## src/shared/fpec_pkg.sv

```systemverilog
// Package for the floating-point exception cause block.
// Assumes a 32-bit APB slave port and a core-side completion strobe.
package fpec_pkg;

	// Register byte addresses
	localparam logic [11:0] FPEC_ADDR_CAUSE = 12'h000;
	localparam logic [11:0] FPEC_ADDR_ISTAT = 12'h004;
	localparam logic [11:0] FPEC_ADDR_IMASK = 12'h008;

	// Field positions
	localparam int FPEC_BIT_MODE = 0;
	localparam int FPEC_BIT_DNC = 28;
	localparam int FPEC_BIT_DNB = 29;
	localparam int FPEC_BIT_DNA = 30;
	localparam int FPEC_BIT_TINY = 31;
	localparam int FPEC_NUM_EVT = 4;

	// Reset values and masks
	localparam logic [31:0] FPEC_CAUSE_RESET = 32'h0000_0000;
	localparam logic [31:0] FPEC_IRQ_RESET = 32'h0000_0000;
	localparam logic [31:0] FPEC_CAUSE_WMASK = 32'h0000_0001;
	localparam logic [31:0] FPEC_STAT_MASK = 32'hF000_0000;

	// Access handshake states
	typedef enum logic [1:0]
	{
		FPEC_ST_IDLE,
		FPEC_ST_HOLD,
		FPEC_ST_DONE
	} fpec_state_t;

endpackage

```

## src/verilog/fpec_flag.sv

```systemverilog
// Sticky event flag with write-one-to-clear.
// Assumes set and clear are single-cycle terms in the pclk domain.
`timescale 1ns/1ps
module fpec_flag
(
	input wire logic pclk,
	input wire logic presetn,
	input wire logic set_evt,
	input wire logic clr_evt,
	output logic flag
);

	// Set beats clear so an event in the clearing cycle survives
	always_ff @(posedge pclk or negedge presetn)
	begin
		if (!presetn)
			flag <= 1'b0;
		else if (set_evt)
			flag <= 1'b1;
		else if (clr_evt)
			flag <= 1'b0;
	end

endmodule // fpec_flag

```

## src/verilog/fpec_top.sv

```systemverilog
// Floating-point exception cause register with APB access and interrupt.
// Assumes the FPU pulses fpu_done with its flags and raises fpu_busy while
// operations are still in flight.
`timescale 1ns/1ps
module fpec_top
	import fpec_pkg::*;
(
	input wire logic pclk,
	input wire logic presetn,
	input wire logic psel,
	input wire logic penable,
	input wire logic pwrite,
	input wire logic [11:0] paddr,
	input wire logic [31:0] pwdata,
	input wire logic [2:0] pprot,
	output logic [31:0] prdata,
	output logic pready,
	output logic pslverr,
	input wire logic fpu_done,
	input wire logic fpu_busy,
	input wire logic fpu_tiny,
	input wire logic fpu_dn_a,
	input wire logic fpu_dn_b,
	input wire logic fpu_dn_c,
	output logic special_fp_mode_enable,
	output logic irq
);

	fpec_state_t state_r;
	fpec_state_t state_nxt;
	logic [31:0] fp_exception_cause_reg_r;
	logic mode_r;
	logic [FPEC_NUM_EVT-1:0] cause_stat_r;
	logic [31:0] imask_r;
	logic [31:0] istat;
	logic [31:0] rdata_nxt;
	logic [FPEC_NUM_EVT-1:0] evt_in;
	logic [FPEC_NUM_EVT-1:0] evt_flag;
	logic access;
	logic privileged;
	logic hit_cause;
	logic hit_istat;
	logic hit_imask;
	logic mapped;
	logic err_nxt;
	logic capture;
	logic commit_wr;

	// Address decode; pprot[0] marks a privileged access
	assign access = psel && penable;
	assign privileged = pprot[0];
	assign hit_cause = (paddr == FPEC_ADDR_CAUSE);
	assign hit_istat = (paddr == FPEC_ADDR_ISTAT);
	assign hit_imask = (paddr == FPEC_ADDR_IMASK);
	assign mapped = hit_cause || hit_istat || hit_imask;
	assign err_nxt = !mapped || !privileged;

	// Handshake sequencing; a cause read waits for the FPU to drain
	always_comb
	begin
		state_nxt = state_r;
		capture = 1'b0;
		case (state_r)
			FPEC_ST_IDLE:
			begin
				if (access)
				begin
					if (!pwrite && hit_cause && fpu_busy)
						state_nxt = FPEC_ST_HOLD;
					else
					begin
						state_nxt = FPEC_ST_DONE;
						capture = 1'b1;
					end
				end
			end
			FPEC_ST_HOLD:
			begin
				if (!fpu_busy)
				begin
					state_nxt = FPEC_ST_DONE;
					capture = 1'b1;
				end
			end
			FPEC_ST_DONE:
				state_nxt = FPEC_ST_IDLE;
			default:
				state_nxt = FPEC_ST_IDLE;
		endcase
	end

	always_ff @(posedge pclk or negedge presetn)
	begin
		if (!presetn)
			state_r <= FPEC_ST_IDLE;
		else
			state_r <= state_nxt;
	end

	// Write lands only on the edge the master sees pready
	assign commit_wr = (state_r == FPEC_ST_DONE) && access && pwrite && !pslverr;

	// Read mux; reserved and unmapped space read zero
	always_comb
	begin
		rdata_nxt = 32'h0000_0000;
		if (privileged)
		begin
			if (hit_cause)
				rdata_nxt = fp_exception_cause_reg_r;
			else if (hit_istat)
				rdata_nxt = istat;
			else if (hit_imask)
				rdata_nxt = imask_r;
		end
	end

	// Answer flops; pready is a one-cycle pulse
	always_ff @(posedge pclk or negedge presetn)
	begin
		if (!presetn)
		begin
			pready <= 1'b0;
			pslverr <= 1'b0;
			prdata <= 32'h0000_0000;
		end
		else if (capture)
		begin
			pready <= 1'b1;
			pslverr <= err_nxt;
			prdata <= pwrite ? 32'h0000_0000 : rdata_nxt;
		end
		else
		begin
			pready <= 1'b0;
			pslverr <= 1'b0;
		end
	end

	// Mode bit: software owned, only bit 0 is writable
	always_ff @(posedge pclk or negedge presetn)
	begin
		if (!presetn)
			mode_r <= FPEC_CAUSE_RESET[FPEC_BIT_MODE];
		else if (commit_wr && hit_cause)
			mode_r <= pwdata[FPEC_BIT_MODE];
	end

	// Whole word assembled here; reserved bits are constant zero, writes ignored
	assign fp_exception_cause_reg_r = {cause_stat_r,
		FPEC_CAUSE_RESET[FPEC_BIT_DNC-1:FPEC_BIT_MODE+1], mode_r};

	// Status bits follow the last completed operation; software cannot write them
	always_ff @(posedge pclk or negedge presetn)
	begin
		if (!presetn)
			cause_stat_r <= FPEC_CAUSE_RESET[FPEC_BIT_TINY:FPEC_BIT_DNC];
		else if (fpu_done)
		begin
			cause_stat_r[0] <= fpu_dn_c;
			cause_stat_r[1] <= fpu_dn_b;
			cause_stat_r[2] <= fpu_dn_a;
			cause_stat_r[3] <= fpu_tiny;
		end
	end

	// Mode output straight from its flop
	always_ff @(posedge pclk or negedge presetn)
	begin
		if (!presetn)
			special_fp_mode_enable <= 1'b0;
		else if (commit_wr && hit_cause)
			special_fp_mode_enable <= pwdata[FPEC_BIT_MODE];
	end

	// Events in status-bit order (28..31)
	assign evt_in = {fpu_tiny, fpu_dn_a, fpu_dn_b, fpu_dn_c} & {FPEC_NUM_EVT{fpu_done}};

	// One sticky cell per event, cleared by writing one
	genvar gi;
	generate
		for (gi = 0; gi < FPEC_NUM_EVT; gi = gi + 1)
		begin : g_evt
			fpec_flag u_flag
			(
				.pclk(pclk),
				.presetn(presetn),
				.set_evt(evt_in[gi]),
				.clr_evt(commit_wr && hit_istat && pwdata[FPEC_BIT_DNC+gi]),
				.flag(evt_flag[gi])
			);
		end
	endgenerate

	assign istat = {evt_flag, 28'h000_0000};

	// Interrupt mask, only event positions stored
	always_ff @(posedge pclk or negedge presetn)
	begin
		if (!presetn)
			imask_r <= FPEC_IRQ_RESET;
		else if (commit_wr && hit_imask)
			imask_r <= pwdata & FPEC_STAT_MASK;
	end

	// Level interrupt, one cycle behind the status
	always_ff @(posedge pclk or negedge presetn)
	begin
		if (!presetn)
			irq <= 1'b0;
		else
			irq <= |(istat & imask_r);
	end

endmodule // fpec_top
```

## config.mk

```make
export PLATFORM = sky130hd
export DESIGN_NAME = fpec_top
export DESIGN_NICKNAME = d
export VERILOG_FILES = /design/src/shared/fpec_pkg.sv /design/src/verilog/fpec_flag.sv /design/src/verilog/fpec_top.sv
export SDC_FILE = /design/constraint.sdc
export NUM_CORES = 1
export LEC_CHECK = 0
export BUFFER_PORTS_ARGS = -buffer_cell sky130_fd_sc_hd__buf_2
export CORE_AREA = 3 3 53 74
export DETAILED_ROUTE_END_ITERATION = 10
export DIE_AREA = 0 0 56 77
export PLACE_DENSITY_LB_ADDON = 0.15
export SYNTH_ARGS = -nofsm -noshare
export SYNTH_HDL_FRONTEND = slang
export SYNTH_SLANG_ARGS = --single-unit
```

## constraint.sdc

```tcl
create_clock -name pclk -period 2.2 [get_ports pclk]
set_input_delay 0.11 -clock pclk [delete_from_list [all_inputs] [get_ports pclk]]
set_output_delay 0.11 -clock pclk [all_outputs]
set_load 0.005 [all_outputs]
```

==> run_results.csv <==
group,metric,value,unit
placement,dpl.hpwl,2270,um
global_routing,grt_pass1_wl,4720,um
logic_synthesis,yosysUniqueCellTypes,31,
clocking,ctsHtreeMaxLevel,1,
clocking,clk_pin_slew,70,ps
routing,first_pass_iters,4,
outcome,status,"completed",
global_routing,track_usage,13.5,%
die,initial_core_util,39.3,%
logic_synthesis,synth_warnings,0,
sta,rsz0062_at_grt,"no",
sta,finalHoldViolCount,0,
logic_synthesis,postSynthCellCount,131,
layout,fin_util,44.7,%
die,core,0.00338,mm^2
logic_synthesis,ys_seq_area_share,43.3,%
global_routing,grt-ovfl-total,0,
die,rows,25,
routing,vias_per_cell,4.72,
layout,drive_gt1_share,31.2,%
logic_synthesis,avgSynthCellArea,10.1,um^2
global_routing,grt_pass1_vias,1063,
clocking,cts_max_path_buffers,2,
sta,final-setup-viol-count,0,
sta,setup_tns,0,ps
routing,wire_per_inst,13.2,um
routing,maxUsedRoutingLayer,"met4",
routing,ant_nets,0,
clocking,hold_buffers,1,
layout,syn2layout_area_growth,13.6,%
clocking,clock_latency,260,ps
flow_run,cap_viol_max_count,0,
placement,gp_congestion,0.870,
placement,numPortBuffers,37,
sta,drv_slew,0,
die,io_pins,94,
clocking,cts_tree,"done",
sta,worstMarginPinSlew,503,ps
routing,wl_met3,162,um
layout,layout.cells.non_filler,210,
clocking,cts-root-buf,"clkbuf_8",
placement,dp_cells,205,
logic_synthesis,ys_ff_latch,23,
sta,max_freq,539,MHz
sta,max_slew_margin,66.4,%
clocking,ctsResizeCount,0,
logic_synthesis,synth-edff-count,0,
worst_hold_path,hold_class,"in2reg",
critical_path,cp-end-kind,"flop",
critical_path,critical_path_class,"reg2reg",
routing,wirelength_met1,1080,um
sta,fin_crit,1850,ps
global_routing,grt_max_degree,24,
die,die_w,56,um
power_and_ir_drop,power_leakage,0.800,nW
die,fp.dieH,77,um
routing,wl_met2,1510,um
critical_path,cp_data_arrival_time,2000,ps
power_and_ir_drop,power_per_cell_area,524,mW/mm^2
routing,wl,2770,um
critical_path,critPathMaxFanout,4,
layout,fin_nets,229,
clocking,cts_num_sinks,23,
clocking,cts_buffers,3,
layout,antenna_cells,0,
global_routing,grt_antenna_before_repair,0,
sta,fin_crit_sh,84.3,%
clocking,post-cts-setup-buffers,0,
routing,drc,0,
critical_path,required,2350,ps
routing,drt-initial-drc-count,38,
routing,vias,991,
logic_synthesis,mappedNetlistArea,0.00133,mm^2
power_and_ir_drop,ir_worst_vdd,331,uV
sta,clock_skew,4.76,ps
critical_path,critPathLaunchType,"flop",
logic_synthesis,synth-async-reset-ratio,100,%
die,dieArea,0.00431,mm^2
logic_synthesis,synth_flop_cell,"dfrtp_1",
-- flip-flops by register name, summed over array words and instances (netlist names) --
register                flops
pslverr                     1
special_fp_mode_enable      1
g_evt.u_flag.flag           4
imask_r                     4
prdata                      5
state_r                     2
irq                         1
cause_stat_r                4
pready                      1
-- metrics by stage --
step / total power, mW / cell area (um^2) / worst slack, ps / hold WS [ps]
3_3_place_gp: 0.539 / 1450 / 346 / 108
2_1_floorplan: 0.525 / 1430 / 473 / -186
4_1_cts: 0.800 / 1510 / 328 / 50.3
6_report: 0.791 / 1510 / 346 / 55.8
3_5_place_dp: 0.541 / 1450 / 340 / 109
5_1_grt: 0.835 / 1510 / 289 / 68.3
-- report_power, final --
part	switching [mW]	internal, mW	leakage [nW]
Sequential	0.00516	0.432	0.291
Combinational	0.0602	0.0377	0.486
Clock	0.127	0.129	0.0228
Total	0.193	0.599	0.800
-- layout by cell type, fill, tap and decap left out, types with 2 or more instances in the layout --
cell       n
a21oi_1    4
nand2_1   11
clkbuf_8   3
a22oi_1    3
a222oi_1   3
nand3_1    2
inv_1     11
nand2b_1   4
a41oi_1    4
dfrtp_1   23
o21ai_0    5
nor2b_1    2
nor2_1     5
buf_2     37
conb_1    27
mux2_2     6
a22o_1     4
-- final cells by class --
| class | instances | area, um^2 |
|---|---|---|
| fillers | 367 | 1870 |
| multi-input cells | 93 | 594 |
| flip-flops and latches | 23 | 576 |
| repair buffers | 39 | 203 |
| well taps | 40 | 50.0 |
| clock buffers | 4 | 45.0 |
| inverters | 11 | 41.3 |
-- critical path, stage by stage (launching register included) --
cell     delay [ps]
dfrtp_1         410
or4_4           580
nor4b_4         370
mux2_2          380
-- cells in the mapped netlist, types with 2 or more instances --
master,n,area (um^2)
buf_4,27,203
a222oi_1,3,30.0
nand3_1,2,10.0
o21ai_0,5,25.0
mux2_2,6,67.6
inv_1,11,41.3
a22oi_1,3,22.5
a41oi_1,4,35.0
nand2b_1,4,25.0
clkbuf_1,2,7.51
a21oi_1,4,20.0
a22o_1,4,35.0
dfrtp_1,23,576
nor2_1,5,18.8
nor2b_1,2,12.5
nand2_1,11,41.3
-- routing by layer --
| metal | up-vias | GRT usage [%] |
|---|---|---|
| li1 | 486 | - |
| met1 | 467 | 14.6 |
| met2 | 36 | 25.2 |
| met3 | 2 | 2.19 |
| met4 | 0 | 5.94 |
| met5 | - | 0 |
-- path summary, 6_finish.rpt --
kind / slack, ps / cells after the start / endpoint / from
max in group asynchronous: 1510 / 2 / cause_stat_r[0] / presetn
setup / recovery: 350 / 3 / imask_r[28] / state_r[0]
hold / removal: 60 / 2 / g_evt[1].u_flag.flag / pwdata[29]
min in group asynchronous: 350 / 2 / prdata[28] / presetn
hold reg to reg: 500 / 1 / state_r[0] / state_r[1]
setup reg to reg: 350 / 3 / imask_r[28] / state_r[0]
-- logic make-up after synthesis --
family          Yosys count  share of synthesized area [%]
other cells               1                          0.282
compound gates           27                           15.3
mux                       6                           5.08
buf+inv                  41                           19.3
flops                    23                           43.3
simple gates             33                           16.8
Note: power is estimated with default switching activity, not from simulation.
